### config.mk
export PLATFORM = sky130hd
export DESIGN_NAME = hsw_status_top
export DESIGN_NICKNAME = d
export VERILOG_FILES = /design/src/common/hsw_pkg.sv /design/src/hdl/hsw_hold_mon.sv /design/src/hdl/hsw_status_top.sv
export VERILOG_INCLUDE_DIRS = /design/src /design/src/common
export SDC_FILE = /design/constraint.sdc
export NUM_CORES = 1
export LEC_CHECK = 0
export ABC_AREA = 1
export CAP_MARGIN = 30
export CELL_PAD_IN_SITES_DETAIL_PLACEMENT = 0
export CELL_PAD_IN_SITES_GLOBAL_PLACEMENT = 2
export CORE_MARGIN = 5
export CORE_UTILIZATION = 38
export DETAILED_ROUTE_END_ITERATION = 8
export DONT_BUFFER_PORTS = 1
export GPL_TIMING_DRIVEN = 0
export HOLD_SLACK_MARGIN = 0.06
export PLACE_DENSITY_LB_ADDON = 0.25
export SYNTH_ARGS = -nofsm -noshare
export SYNTH_HDL_FRONTEND = slang
export SYNTH_SLANG_ARGS = --single-unit
### constraint.sdc
create_clock -name clock -period 2.2 [get_ports clock]
set_clock_uncertainty 0.2 [all_clocks]
set_input_delay 0.11 -clock clock [delete_from_list [all_inputs] [get_ports clock]]
set_output_delay 0.11 -clock clock [all_outputs]
set_load 0.05 [all_outputs]
### src/common/hsw_cfg.svh
// Offsets, field positions, reset values and timing counts of the status words.
// Assumes one 40 MHz clock and AXI4-Lite byte addresses of four times the index.
`ifndef HSW_CFG_SVH
`define HSW_CFG_SVH

// ----------------------------------------------------------------
// Register indexes (byte address = index * 4)
// ----------------------------------------------------------------
`define HSW_IDX_HOLD        6'h09
`define HSW_IDX_LOOP        6'h0b
`define HSW_IDX_EXP_ERR     6'h0f
`define HSW_IDX_EXP_ALARM   6'h10
`define HSW_IDX_IRQ_STAT    6'h20
`define HSW_IDX_IRQ_MASK    6'h21
`define HSW_IDX_MONITOR     6'h22

// ----------------------------------------------------------------
// Field positions
// ----------------------------------------------------------------
`define HSW_HOLD_ONE_BIT    0
`define HSW_HOLD_TWO_BIT    4
`define HSW_MON_TWO_LSB     16
`define HSW_EV_HOLD_ONE     0
`define HSW_EV_HOLD_TWO     1
`define HSW_EV_LOOP         2
`define HSW_EV_EXP_ERR      3
`define HSW_EV_EXP_ALARM    4

// ----------------------------------------------------------------
// Reset values and responses
// ----------------------------------------------------------------
`define HSW_IRQ_RST         5'h00
// Pin stage reset: sensor-present bits high, all else low
`define HSW_PIN_RST         8'h0c
`define HSW_RESP_OKAY       2'h0
`define HSW_RESP_SLVERR     2'h2

// ----------------------------------------------------------------
// Timing
// ----------------------------------------------------------------
`define HSW_MIN_ON_MS       100
`define HSW_CLK_KHZ         40000
`define HSW_MIN_ON_CYC      (`HSW_MIN_ON_MS * `HSW_CLK_KHZ)

`endif

### src/common/hsw_pkg.sv
// Types shared by the status word block.
// Assumes hsw_cfg.svh supplies the numbers.
`default_nettype none

package hsw_pkg;

    // ON-time tracker, Gray along idle -> short -> long
    typedef enum logic [1:0]
    {
        HSW_ON_IDLE  = 2'h0,
        HSW_ON_SHORT = 2'h1,
        HSW_ON_LONG  = 2'h3
    } hsw_on_e;

    typedef logic [1:0] hsw_resp_t;
    typedef logic [4:0] hsw_irq_t;

endpackage

`default_nettype wire

### src/hdl/hsw_hold_mon.sv
// One heater-current monitor with its hold flag.
// Assumes all inputs are already on the clock domain.
`timescale 1ns/1ps
`default_nettype none
`include "hsw_cfg.svh"

module hsw_hold_mon #(
    parameter int              CUR_W  = 12,
    parameter int              CNT_W  = 22,
    parameter logic [CNT_W-1:0] MIN_ON = CNT_W'(`HSW_MIN_ON_CYC)
) (
    // Clock and reset
    input  wire logic             clock,
    input  wire logic             rst_b,
    // Conditions
    input  wire logic             out_on,
    input  wire logic             sensor_ok,
    input  wire logic             freeze,
    input  wire logic [CUR_W-1:0] sample,
    // Results
    output logic                  hold,
    output logic      [CUR_W-1:0] value
);

    hsw_pkg::hsw_on_e state_reg, state_next;
    logic [CNT_W-1:0] cnt_reg, cnt_next;
    logic             hold_reg, hold_next;
    logic [CUR_W-1:0] value_reg, value_next;

    // ----------------------------------------------------------------
    // ON-time measurement and update
    // ----------------------------------------------------------------
    always_comb
    begin
        state_next = state_reg;
        cnt_next   = cnt_reg;
        hold_next  = hold_reg;
        value_next = value_reg;
        case (state_reg)
            hsw_pkg::HSW_ON_IDLE:
            begin
                cnt_next = '0;
                if (out_on)
                    state_next = hsw_pkg::HSW_ON_SHORT;
            end
            hsw_pkg::HSW_ON_SHORT:
            begin
                if (!out_on)
                begin
                    state_next = hsw_pkg::HSW_ON_IDLE;
                    hold_next  = 1'b1;
                end
                else if (cnt_reg >= MIN_ON - CNT_W'(1))
                    state_next = hsw_pkg::HSW_ON_LONG;
                else
                    cnt_next = cnt_reg + CNT_W'(1);
            end
            hsw_pkg::HSW_ON_LONG:
            begin
                if (!out_on)
                begin
                    state_next = hsw_pkg::HSW_ON_IDLE;
                    hold_next  = 1'b0;
                    value_next = sample;
                end
            end
            default:
                state_next = hsw_pkg::HSW_ON_IDLE;
        endcase
        // Missing sensor or supply frequency error freezes the value
        if (!sensor_ok || freeze)
        begin
            hold_next  = 1'b1;
            value_next = value_reg;
        end
    end

    always_ff @(posedge clock or negedge rst_b)
    begin
        if (!rst_b)
        begin
            state_reg <= hsw_pkg::HSW_ON_IDLE;
            cnt_reg   <= '0;
            hold_reg  <= 1'b0;
            value_reg <= '0;
        end
        else
        begin
            state_reg <= state_next;
            cnt_reg   <= cnt_next;
            hold_reg  <= hold_next;
            value_reg <= value_next;
        end
    end

    assign hold  = hold_reg;
    assign value = value_reg;
endmodule

`default_nettype wire

### src/hdl/hsw_status_top.sv
// Heater unit status words behind an AXI4-Lite slave, with interrupt.
// Assumes field inputs are asynchronous pins except the current samples,
// which come from logic on the same clock.
`timescale 1ns/1ps
`default_nettype none
`include "hsw_cfg.svh"

module hsw_status_top #(
    parameter int              AW     = 8,
    parameter int              CUR_W  = 12,
    parameter int              NUNIT  = 8,
    parameter int              CNT_W  = 22,
    parameter logic [CNT_W-1:0] MIN_ON = CNT_W'(`HSW_MIN_ON_CYC)
) (
    // Clock and reset
    input  wire logic             clock,
    input  wire logic             rst_b,
    // AXI4-Lite write
    input  wire logic [AW-1:0]    s_axi_awaddr,
    input  wire logic             s_axi_awvalid,
    output logic                  s_axi_awready,
    input  wire logic [31:0]      s_axi_wdata,
    input  wire logic [3:0]       s_axi_wstrb,
    input  wire logic             s_axi_wvalid,
    output logic                  s_axi_wready,
    output hsw_pkg::hsw_resp_t    s_axi_bresp,
    output logic                  s_axi_bvalid,
    input  wire logic             s_axi_bready,
    // AXI4-Lite read
    input  wire logic [AW-1:0]    s_axi_araddr,
    input  wire logic             s_axi_arvalid,
    output logic                  s_axi_arready,
    output logic      [31:0]      s_axi_rdata,
    output hsw_pkg::hsw_resp_t    s_axi_rresp,
    output logic                  s_axi_rvalid,
    input  wire logic             s_axi_rready,
    // Heater current monitors
    input  wire logic [1:0]       ctrl_out_on,
    input  wire logic [1:0]       sensor_present,
    input  wire logic [CUR_W-1:0] cur_sample_one,
    input  wire logic [CUR_W-1:0] cur_sample_two,
    // Control loops
    input  wire logic [3:0]       loop_err,
    // Expansion units
    input  wire logic [NUNIT-1:0] unit_zero_cross_err,
    input  wire logic [NUNIT-1:0] unit_freq_err,
    input  wire logic [NUNIT-1:0] unit_burnout,
    input  wire logic [NUNIT-1:0] unit_overcurrent,
    input  wire logic [NUNIT-1:0] unit_ssr_short,
    input  wire logic [NUNIT-1:0] unit_ssr_open,
    // Interrupt
    output logic                  irq
);

    localparam int PIN_W = 8 + 6 * NUNIT;

    // ----------------------------------------------------------------
    // Pin synchronisers
    // ----------------------------------------------------------------
    logic [PIN_W-1:0] pin_s1_reg, pin_s2_reg;

    always_ff @(posedge clock or negedge rst_b)
    begin
        if (!rst_b)
        begin
            pin_s1_reg <= PIN_W'(`HSW_PIN_RST);
            pin_s2_reg <= PIN_W'(`HSW_PIN_RST);
        end
        else
        begin
            pin_s1_reg <= {unit_ssr_open, unit_ssr_short, unit_overcurrent,
                           unit_burnout, unit_freq_err, unit_zero_cross_err,
                           loop_err, sensor_present, ctrl_out_on};
            pin_s2_reg <= pin_s1_reg;
        end
    end

    logic [1:0]       on_s, present_s;
    logic [3:0]       loop_s;
    logic [NUNIT-1:0] zc_s, freq_s, burn_s, ovc_s, short_s, open_s;

    assign {open_s, short_s, ovc_s, burn_s, freq_s, zc_s,
            loop_s, present_s, on_s} = pin_s2_reg;

    // ----------------------------------------------------------------
    // Heater current monitors
    // ----------------------------------------------------------------
    logic             hold_one, hold_two;
    logic [CUR_W-1:0] mon_one, mon_two;
    logic             freq_any;

    assign freq_any = |freq_s;

    hsw_hold_mon #(.CUR_W(CUR_W), .CNT_W(CNT_W), .MIN_ON(MIN_ON)) u_mon_one (
        .clock     (clock),
        .rst_b     (rst_b),
        .out_on    (on_s[0]),
        .sensor_ok (present_s[0]),
        .freeze    (freq_any),
        .sample    (cur_sample_one),
        .hold      (hold_one),
        .value     (mon_one)
    );

    hsw_hold_mon #(.CUR_W(CUR_W), .CNT_W(CNT_W), .MIN_ON(MIN_ON)) u_mon_two (
        .clock     (clock),
        .rst_b     (rst_b),
        .out_on    (on_s[1]),
        .sensor_ok (present_s[1]),
        .freeze    (freq_any),
        .sample    (cur_sample_two),
        .hold      (hold_two),
        .value     (mon_two)
    );

    // ----------------------------------------------------------------
    // Status words and interrupt
    // ----------------------------------------------------------------
    logic [3:0]       loop_reg, loop_next;
    logic [NUNIT-1:0] err_reg, err_next, alarm_reg, alarm_next;
    logic             hold1_d_reg, hold2_d_reg;
    hsw_pkg::hsw_irq_t irq_stat_reg, irq_stat_next, irq_mask_reg, irq_mask_next;
    hsw_pkg::hsw_irq_t ev;
    logic             irq_reg, irq_next;
    logic [15:0]      hold_word;
    logic             stat_clr, mask_wr;
    logic [31:0]      wdata_reg;

    always_comb
    begin
        hold_word = '0;
        hold_word[`HSW_HOLD_ONE_BIT] = hold_one;
        hold_word[`HSW_HOLD_TWO_BIT] = hold_two;
        loop_next  = loop_s;
        err_next   = zc_s;
        alarm_next = burn_s | ovc_s | short_s | open_s;
        ev = '0;
        ev[`HSW_EV_HOLD_ONE]  = hold_one & ~hold1_d_reg;
        ev[`HSW_EV_HOLD_TWO]  = hold_two & ~hold2_d_reg;
        ev[`HSW_EV_LOOP]      = |(loop_next & ~loop_reg);
        ev[`HSW_EV_EXP_ERR]   = |(err_next & ~err_reg);
        ev[`HSW_EV_EXP_ALARM] = |(alarm_next & ~alarm_reg);
        // New events win over the clearing read
        irq_stat_next = (irq_stat_reg & ~{5{stat_clr}}) | ev;
        irq_mask_next = mask_wr ? wdata_reg[4:0] : irq_mask_reg;
        irq_next      = |(irq_stat_next & irq_mask_next);
    end

    always_ff @(posedge clock or negedge rst_b)
    begin
        if (!rst_b)
        begin
            loop_reg     <= '0;
            err_reg      <= '0;
            alarm_reg    <= '0;
            hold1_d_reg  <= 1'b0;
            hold2_d_reg  <= 1'b0;
            irq_stat_reg <= `HSW_IRQ_RST;
            irq_mask_reg <= `HSW_IRQ_RST;
            irq_reg      <= 1'b0;
        end
        else
        begin
            loop_reg     <= loop_next;
            err_reg      <= err_next;
            alarm_reg    <= alarm_next;
            hold1_d_reg  <= hold_one;
            hold2_d_reg  <= hold_two;
            irq_stat_reg <= irq_stat_next;
            irq_mask_reg <= irq_mask_next;
            irq_reg      <= irq_next;
        end
    end

    // ----------------------------------------------------------------
    // AXI4-Lite slave
    // ----------------------------------------------------------------
    logic [5:0]         awidx_reg, awidx_next;
    logic [31:0]        wdata_next;
    logic [3:0]         wstrb_reg, wstrb_next;
    logic               aw_full_reg, aw_full_next, w_full_reg, w_full_next;
    logic               awready_reg, awready_next, wready_reg, wready_next;
    logic               bvalid_reg, bvalid_next;
    hsw_pkg::hsw_resp_t bresp_reg, bresp_next, rresp_reg, rresp_next;
    logic               arready_reg, arready_next, rvalid_reg, rvalid_next;
    logic [31:0]        rdata_reg, rdata_next;
    logic [5:0]         aridx;
    logic               ar_take, do_write;

    assign aridx = s_axi_araddr[7:2];

    always_comb
    begin
        awidx_next   = awidx_reg;
        wdata_next   = wdata_reg;
        wstrb_next   = wstrb_reg;
        aw_full_next = aw_full_reg;
        w_full_next  = w_full_reg;
        bvalid_next  = bvalid_reg;
        bresp_next   = bresp_reg;
        rvalid_next  = rvalid_reg;
        rdata_next   = rdata_reg;
        rresp_next   = rresp_reg;
        mask_wr      = 1'b0;
        if (s_axi_awvalid && awready_reg)
        begin
            awidx_next   = s_axi_awaddr[7:2];
            aw_full_next = 1'b1;
        end
        if (s_axi_wvalid && wready_reg)
        begin
            wdata_next  = s_axi_wdata;
            wstrb_next  = s_axi_wstrb;
            w_full_next = 1'b1;
        end
        if (bvalid_reg && s_axi_bready)
            bvalid_next = 1'b0;
        do_write = aw_full_reg && w_full_reg && !bvalid_reg;
        if (do_write)
        begin
            aw_full_next = 1'b0;
            w_full_next  = 1'b0;
            bvalid_next  = 1'b1;
            // Only the mask takes writes; status words stay untouched
            if (awidx_reg == `HSW_IDX_IRQ_MASK)
            begin
                mask_wr    = wstrb_reg[0];
                bresp_next = `HSW_RESP_OKAY;
            end
            else
                bresp_next = `HSW_RESP_SLVERR;
        end
        ar_take  = s_axi_arvalid && arready_reg;
        stat_clr = ar_take && aridx == `HSW_IDX_IRQ_STAT;
        if (rvalid_reg && s_axi_rready)
            rvalid_next = 1'b0;
        if (ar_take)
        begin
            rvalid_next = 1'b1;
            rresp_next  = `HSW_RESP_OKAY;
            rdata_next  = '0;
            case (aridx)
                `HSW_IDX_HOLD:      rdata_next[15:0] = hold_word;
                `HSW_IDX_LOOP:      rdata_next[3:0] = loop_reg;
                `HSW_IDX_EXP_ERR:   rdata_next[NUNIT-1:0] = err_reg;
                `HSW_IDX_EXP_ALARM: rdata_next[NUNIT-1:0] = alarm_reg;
                `HSW_IDX_IRQ_STAT:  rdata_next[4:0] = irq_stat_reg;
                `HSW_IDX_IRQ_MASK:  rdata_next[4:0] = irq_mask_reg;
                `HSW_IDX_MONITOR:   rdata_next = 32'(mon_one)
                                      | (32'(mon_two) << `HSW_MON_TWO_LSB);
                default:            rresp_next = `HSW_RESP_SLVERR;
            endcase
        end
        awready_next = !aw_full_next;
        wready_next  = !w_full_next;
        arready_next = !rvalid_next;
    end

    always_ff @(posedge clock or negedge rst_b)
    begin
        if (!rst_b)
        begin
            awidx_reg   <= '0;
            wdata_reg   <= '0;
            wstrb_reg   <= '0;
            aw_full_reg <= 1'b0;
            w_full_reg  <= 1'b0;
            awready_reg <= 1'b0;
            wready_reg  <= 1'b0;
            bvalid_reg  <= 1'b0;
            bresp_reg   <= `HSW_RESP_OKAY;
            arready_reg <= 1'b0;
            rvalid_reg  <= 1'b0;
            rdata_reg   <= '0;
            rresp_reg   <= `HSW_RESP_OKAY;
        end
        else
        begin
            awidx_reg   <= awidx_next;
            wdata_reg   <= wdata_next;
            wstrb_reg   <= wstrb_next;
            aw_full_reg <= aw_full_next;
            w_full_reg  <= w_full_next;
            awready_reg <= awready_next;
            wready_reg  <= wready_next;
            bvalid_reg  <= bvalid_next;
            bresp_reg   <= bresp_next;
            arready_reg <= arready_next;
            rvalid_reg  <= rvalid_next;
            rdata_reg   <= rdata_next;
            rresp_reg   <= rresp_next;
        end
    end

    assign s_axi_awready = awready_reg;
    assign s_axi_wready  = wready_reg;
    assign s_axi_bvalid  = bvalid_reg;
    assign s_axi_bresp   = bresp_reg;
    assign s_axi_arready = arready_reg;
    assign s_axi_rvalid  = rvalid_reg;
    assign s_axi_rdata   = rdata_reg;
    assign s_axi_rresp   = rresp_reg;
    assign irq           = irq_reg;
endmodule

`default_nettype wire

Yosys cells after proc, flatten, opt, wreduce, memory -nomap -nowiden
Index checks and enable logic that the tools add are counted.

Register bits: 274. Input bits: 139.

$add $sub $neg: 2. Order comparisons: 2. Equal/unequal tests: 26. Muxes and demuxes: 42. Bitwise operators: 22. Reduce and logical (&&, ||, !) cells: 37.

Operators by type and width (count): 22-bit two-way mux (4); 22-bit case mux with 2 select lines (2); 22-bit by 1-bit adder with 22-bit output (second input constant) (2); 22-bit >= comparator (second input constant) (2); 12-bit by 28-bit OR with 28-bit output (1); 4-bit case mux with 7 select lines (1); 6-bit == test (second input constant) (4); 8-bit OR (3); 3-bit AND reduction (8); 8-bit OR reduction (3); 2-bit two-way mux (10); 6-bit by 4-bit == test with 1-bit output (second input constant) (3); 3-bit by 2-bit inequality test with 1-bit output (second input constant) (6); 8-bit bitwise AND (2); 1-bit two-way mux (16); 2-bit inequality test (second input constant) (8); 8-bit NOT (2); 12-bit two-way mux (1); 2-bit case mux with 3 select lines (2); 5-bit bitwise AND (2); 3-bit case mux with 3 select lines (1); 1-bit logical AND (8); 8-bit two-way mux (1); 7-bit OR reduction (1); 19 further kinds (38).

Logic depth before layout (Yosys ltp)
Gate-level depths: netlist (run 1).

Word-level depth: 8. Gate-level depth with buffers: 11. Gate-level depth less buffers: 11.

Modules after synthesis
Synthesis (run 1) repeated with hierarchy kept, for this count alone.

Cell total of the unflattened synthesis: 1197. Area total of the unflattened synthesis: 10764.1 µm².

Modules (own cells, without submodules): hsw_status_top (times used 1, cells each 537, area an instance 6272.3 µm², seq. area each 4759.6 µm²); hsw_hold_mon (times used 2, cells each 330, area an instance 2245.9 µm², seq. area each 925.9 µm²).

Least setup slack after synthesis (run 1)
OpenSTA, ideal clock, no wires.

Kind: flip-flop to flip-flop. From: register arready_reg (netlist: s_axi_arready). To: register irq_reg (netlist: irq). Setup time: 119 ps. Arrival: 1548 ps. Setup slack: 333 ps. Stages on the path, launching flop included: 8. Period minus slack after synthesis: 1867 ps. Cells stage by stage: dfrtp_1 -> nand2_1 -> inv_1 -> nand2_1 -> a21oi_1 -> nor2_1 -> nor2_1 -> nand2_1.

Word-level cells in the longest chain between the ends: 7.

RTL lines: from (decl) (RTL line hsw_status_top.sv:185) `logic arready_reg, arready_next, rvalid_reg, rvalid_next;`; from (signal assigned) (RTL line hsw_status_top.sv:288) `arready_reg <= arready_next;`; 1-bit logical AND (RTL line hsw_status_top.sv:233) `ar_take = s_axi_arvalid && arready_reg;`; 1-bit logical AND (no line); 5-bit NOT (RTL line hsw_status_top.sv:144) `irq_stat_next = (irq_stat_reg & ~{5{stat_clr}}) | ev;`; 5-bit bitwise AND (RTL line hsw_status_top.sv:144); 5-bit OR (RTL line hsw_status_top.sv:144); 5-bit bitwise AND (RTL line hsw_status_top.sv:146) `irq_next = |(irq_stat_next & irq_mask_next);`; 5-bit OR reduction (RTL line hsw_status_top.sv:146); named net irq_next (RTL line hsw_status_top.sv:124) `logic irq_reg, irq_next;`; to (signal assigned) (RTL line hsw_status_top.sv:171) `irq_reg <= irq_next;`; to (decl) (RTL line hsw_status_top.sv:124).

The timed path passes the listed nets, and every way through them passes these cells. A chain may end at the register's enable or synchronous reset.

Worst setup path after layout (run 1)
From: register bvalid_reg (netlist: s_axi_bvalid). To: register irq_reg (netlist: irq).

Word-level cells in the longest chain between the ends: 6.

RTL lines: from (decl) (RTL line hsw_status_top.sv:183) `logic bvalid_reg, bvalid_next;`; from (signal assigned) (RTL line hsw_status_top.sv:286) `bvalid_reg <= bvalid_next;`; 1-bit logical NOT (RTL line hsw_status_top.sv:218) `do_write = aw_full_reg && w_full_reg && !bvalid_reg;`; 1-bit logical AND (RTL line hsw_status_top.sv:218); 1-bit two-way mux (RTL line hsw_status_top.sv:219) `if (do_write)`; 5-bit two-way mux (RTL line hsw_status_top.sv:145) `irq_mask_next = mask_wr ? wdata_reg[4:0] : irq_mask_reg;`; 5-bit bitwise AND (RTL line hsw_status_top.sv:146); 5-bit OR reduction (RTL line hsw_status_top.sv:146); named net irq_next (RTL line hsw_status_top.sv:124).

The timed path passes the listed nets, and every way through them passes these cells.

==> impl_metrics.env, run 1 <==
export IMPL_cpPeakStageDelay_ps=590
export IMPL_grt_first_pass_wirelength_um=43900
export IMPL_ant_nets=0
export IMPL_nets=1537
export IMPL_syn_inst=1169
export IMPL_yosysSeqAreaShare=0.622
export IMPL_worst_pin_slew_ps=632
export IMPL_setup_ws_ps=14.1
export IMPL_syn_to_final_growth_pct=31.6
export IMPL_cp_required_ps=2410
export IMPL_drv_slew=0
export IMPL_cts_setup_buffers=0
export IMPL_clock_path_buffers=3
export IMPL_totalWireLength_um=26600
export IMPL_drt_iter0_markers=609
export IMPL_dieArea_um2=31400
export IMPL_setup_violations=0
export IMPL_start_util=0.384
export IMPL_powerDensity_nw_per_um2=819
export IMPL_synth_area_um2=10600
export IMPL_yosysTopAreaCellShare=0.612
export IMPL_diodes=0
export IMPL_grt_overflow_total=0
export IMPL_ys_types=37
export IMPL_place_ws_ps=-192
export IMPL_placed_cell_area_um2=11100
export IMPL_p_leak_nw=6.71
export IMPL_rsz0062_at_grt="true"
export IMPL_status="finished with violations"
export IMPL_grt_max_degree=265
export IMPL_drc_errors=0
export IMPL_cts_root_buffer="clkbuf_16"
export IMPL_fin_area_um2=14000
export IMPL_final_common_cell="nand2_1"
export IMPL_cts_clk_slew_worst_paths_ps=60
export IMPL_vdd_drop_max_uv=866
export IMPL_violations="hold timing"
export IMPL_syn_area_per_cell_um2=9.10
export IMPL_period_minus_slack_ps=2190
export IMPL_avgRoutedWirePerCell_um=14.8
export IMPL_first_global_vias=8436
export IMPL_numCtsBuffers=29
export IMPL_critPathCaptureType="flop"
export IMPL_slew_headroom=0.576
export IMPL_rows=61
export IMPL_die_w_um=177
export IMPL_gr_usage_all_layers=0.172
export IMPL_ys_ff_latch=264
export IMPL_rrSetupSlack_ps=10
export IMPL_vias=8184
export IMPL_worstPathArrival_ps=2400
export IMPL_drv_cap=0
export IMPL_critical_path_class="flop to flop"
export IMPL_fp_dieH_um=177
export IMPL_crit_buf_inv=0
export IMPL_cts_tree="yes"
export IMPL_dp_hpwl_um=17300
export IMPL_ioPinCount=181
export IMPL_firstDrtPassIters=6
export IMPL_synth_ff_type="dfrtp_1"
export IMPL_hp_class="input pin to async pin"
export IMPL_h_tree_depth=1
export IMPL_fmax_mhz=457
export IMPL_fin_crit_sh=0.994
export IMPL_whs_ps=-928
export IMPL_worstSetupStartpointType="flop"
export IMPL_cts_sinks=264
export IMPL_final_cell_mix="nand2_1, dfrtp_1, dlygate4sd3_1"
export IMPL_synthArstFlopShare=1.00
export IMPL_yosys_warnings=0
export IMPL_synth_top_area_cell="dfrtp_1"
export IMPL_critPathSlowestCell="dfrtp_1"
export IMPL_critPathMaxFanout=6
export IMPL_core_area_um2=27700
export IMPL_cpMostUsedCell="nor2_1"
export IMPL_gp_congestion=0.814
export IMPL_antenna_found_initial=0
export IMPL_numPortBuffers=0
export IMPL_clk_latency_ps=530
export IMPL_path_cells="nor2_4, nand4_1, o21ai_0, nor2_1, nor2_1, nand2_1"
export IMPL_finalHoldViolCount=264
export IMPL_num_fill_cells=2585
export IMPL_synth_edf_count=0
export IMPL_netlist_top_cells_area="dfrtp_1, nand2_1, nand3_1, nor2_1, inv_1"
export IMPL_cpLargestDelayFamily="simple AND/OR/NAND/NOR gates"
export IMPL_viasPerCell=4.56
export IMPL_drive_gt1_frac=0.0720
## what timing repair did
action                                 4_1_cts  5_1_grt
resized for setup                            6        5
pin swaps                                    1        0
setup endpoints to repair                   24       19
hold buffers                               187        2
endpoints found under the hold margin      394      278
cloned                                       0        0
## metal layers
layer / up-vias / share of wire / global-route usage
li1: 4109 / - / -
met1: 3864 / 0.46 / 0.236
met2: 171 / 0.48 / 0.287
met3: 40 / 0.051 / 0.0313
met4: 0 / 0.018 / 0.0406
met5: - / 0 / 0
## through the flow
| step | hold WS, ps | utilization | instances | setup TNS, ps | total power (W) |
|---|---|---|---|---|---|
| finish | -928 | 0.505 | 1794 | 0 | 0.0115 |
| global route | -958 | 0.505 | 1794 | -43.8 | 0.0120 |
| CTS | -957 | 0.504 | 1794 | 0 | 0.0116 |
| detailed placement | -378 | 0.402 | 1556 | -2550 | 0.00643 |
| global placement | -376 | 0.402 | 1556 | -2070 | 0.00641 |
| floorplan | -386 | - | 1178 | 0 | 0.00621 |
## cells by family (layout without fill, tap and decap cells)
group	count (synthesis)	count (layout)	synth area share
other	1	10	0.000353
buffers and inverters	138	376	0.0574
adders and majority gates	2	2	0.00235
and+or+nand+nor	684	684	0.270
AOI/OAI and AO/OA	55	55	0.0280
xor gates and xnor gates	25	25	0.0206
DFF	264	264	0.622
## cell type report
class                      count  area (um2)  area share
sequential                   264        6610       0.473
multi-input combinational    776        3470       0.248
timing repair buffer         187        1870       0.134
tap                          378         473      0.0338
clock inverter                12         145      0.0104
clock buffer                  39         803      0.0574
inverter                     103         387      0.0276
buffer                        35         225      0.0161
## path summary, 6_finish.rpt
check / endpoint / from / cells past startpoint
min in group clock: u_mon_one.value[8] / cur_sample_one[8] / 3
worst max-delay path: irq / s_axi_bvalid / 6
worst min register to register: pin_s2_reg[35] / pin_s1_reg[35] / 0
worst min-delay path: pin_s2_reg[39] / rst_b / 0
max in group asynchronous: s_axi_wready / rst_b / 0
worst max register to register: irq / s_axi_bvalid / 6
## power breakdown
group	switching [W]	internal (W)
Clock	0.00190	0.00289
Sequential	0.000464	0.00522
Combinational	0.000531	0.000461
## synth_stat cells, types with 3 or more instances
master	n
nand2_1	387
dfrtp_1	260
nor2_1	124
nand3_1	121
inv_1	100
o21ai_0	33
xor2_1	18
nand4_1	15
a21oi_1	12
buf_4	12
clkbuf_1	9
buf_2	8
nand2_2	8
nor3_1	8
xnor2_1	7
nor2_2	6
buf_6	5
and2_1	4
dfstp_2	4
o21bai_1	4
clkinv_1	3
nor3b_1	3
Note: power is estimated with default switching activity, not from simulation.
==> run 2, diff against run 1 <==
--- a/config.mk
+++ b/config.mk
@@ -17,6 +17,7 @@
 export GPL_TIMING_DRIVEN = 0
 export HOLD_SLACK_MARGIN = 0.06
 export PLACE_DENSITY_LB_ADDON = 0.25
+export SETUP_SLACK_MARGIN = 0.05
 export SYNTH_ARGS = -nofsm -noshare
 export SYNTH_HDL_FRONTEND = slang
 export SYNTH_SLANG_ARGS = --single-unit
==> run 2 against run 1 <==
The flow still finishes with violations (hold timing). Maximum frequency is 8.8% higher. Count of clock-buffer cells in the layout stayed put. Cell area is 0.20% higher. Critical path type is now input pin to flop. Largest cell class unchanged. Highest routed layer unchanged.
==> impl_metrics.env, run 2 (synthesis gave the netlist of run 1 again) <==
export IMPL_status="finished with violations"
export IMPL_violations="hold timing"
export IMPL_drv_cap=0
export IMPL_cts_root_buffer="clkbuf_16"
export IMPL_worstSetupStartpointType="input pin"
export IMPL_firstDrtPassIters=5
export IMPL_setup_violations=0
export IMPL_h_tree_depth=1
export IMPL_drive_gt1_frac=0.0762
export IMPL_p_total_w=0.0115
export IMPL_r2r_start="u_mon_one.cnt_reg[0]"
export IMPL_rsz0062_at_grt="false"
export IMPL_grt_overflow_total=0
export IMPL_start_util=0.384
export IMPL_clock_path_buffers=3
export IMPL_ant_nets=0
export IMPL_p_leak_nw=6.72
export IMPL_die_w_um=177
export IMPL_dp_hpwl_um=17300
export IMPL_gr_usage_all_layers=0.172
export IMPL_vdd_drop_max_uv=866
export IMPL_whs_ps=-928
export IMPL_period_minus_slack_ps=2010
export IMPL_dieArea_um2=31400
export IMPL_nets=1539
export IMPL_critPathMaxFanout=10
export IMPL_fin_crit_sh=0.914
export IMPL_fp_dieH_um=177
export IMPL_final_cell_mix="nand2_1, dfrtp_1, dlygate4sd3_1"
export IMPL_numPortBuffers=0
export IMPL_viasPerCell=4.56
export IMPL_avgRoutedWirePerCell_um=14.8
export IMPL_rrSetupSlack_ps=220
export IMPL_grt_first_pass_wirelength_um=43800
export IMPL_fmax_mhz=498
export IMPL_final_cell_count_no_fill=1796
export IMPL_critical_path_class="input pin to flop"
export IMPL_antenna_found_initial=0
export IMPL_cts_clk_slew_worst_paths_ps=60
export IMPL_finalHoldViolCount=264
export IMPL_worst_pin_slew_ps=640
export IMPL_powerDensity_nw_per_um2=818
export IMPL_dp_cells=1556
export IMPL_final_common_cell="nand2_1"
export IMPL_cts_sinks=264
export IMPL_syn_to_final_growth_pct=31.8
export IMPL_setup_ws_ps=190
export IMPL_vias=8185
export IMPL_place_ws_ps=-192
export IMPL_first_global_vias=8419
export IMPL_timing_rr_end="u_mon_one.cnt_reg[16]"
export IMPL_utilization=0.506
export IMPL_rr_worst_depth=9
export IMPL_cp_required_ps=2470
export IMPL_clk_latency_ps=530
export IMPL_ioPinCount=181
export IMPL_drt_iter0_markers=563
export IMPL_totalWireLength_um=26600
export IMPL_fin_area_um2=14000
export IMPL_setup_worst_path_start="s_axi_araddr[3]"
export IMPL_diodes=0
export IMPL_grt_max_degree=265
export IMPL_critPathCaptureType="flop"
export IMPL_gp_congestion=0.814
export IMPL_slew_headroom=0.573
export IMPL_cts_tree="yes"
export IMPL_placed_cell_area_um2=11100
export IMPL_rows=61
export IMPL_core_area_um2=27700
export IMPL_drc_errors=0
export IMPL_numCtsBuffers=29
export IMPL_drv_slew=0
export IMPL_hp_class="input pin to async pin"
export IMPL_worstPathArrival_ps=2280
==> run 2: repair_timing <==
| action | CTS | global route |
|---|---|---|
| setup buffers | 0 | 3 |
| resized for setup | 7 | 9 |
| hold endpoints to repair | 394 | 272 |
| hold buffers | 186 | 2 |
| pin swaps | 1 | 2 |
| endpoints found under the setup margin | 40 | 52 |
==> run 2: worst max-delay path by stage <==
stage                            endpoint  slack, ps  cells past startpoint
final                     s_axi_rdata[21]        190                      8
after detailed placement              irq       -190                      6
after global placement                irq       -190                      6
after floorplan                       irq        330                      7
after global routing         wdata_reg[1]         50                      5
after CTS                  s_axi_rresp[1]         70                      7
==> run 2: final cells by class <==
type	instances	area, um2
clock buffers	39	803
plain buffers	35	225
fillers	2584	13700
flip-flops and latches	264	6610
multi-input cells	776	3490
repair buffers	189	1880
well taps	378	473
inverters	103	387
clock inverters	12	145
==> run 2: critical path, stage by stage <==
cell and delay, ps:
dlygate4sd3_1 640, nand2_1 80, dlygate4sd3_1 590, nor2_4 200, buf_2 270, buf_4 210
nand3_1 90, nand2_1 70
==> run 2: routing by layer <==
metal | share of wire | track usage
met5 | 0 | 0
met4 | 0.018 | 0.0406
met3 | 0.052 | 0.0315
met2 | 0.47 | 0.286
met1 | 0.46 | 0.236
==> run 2: power breakdown <==
group | internal, W | switching [W]
clock network | 0.00289 | 0.00190
logic | 0.000461 | 0.000532
registers | 0.00522 | 0.000463
total | 0.00857 | 0.00289
==> run 2: through the flow <==
step | TNS, ps | hold WS (ps)
after floorplan | 0 | -386
after CTS | 0 | -957
after global placement | -2070 | -376
after detailed placement | -2550 | -378
final | 0 | -928
after global routing | 0 | -958
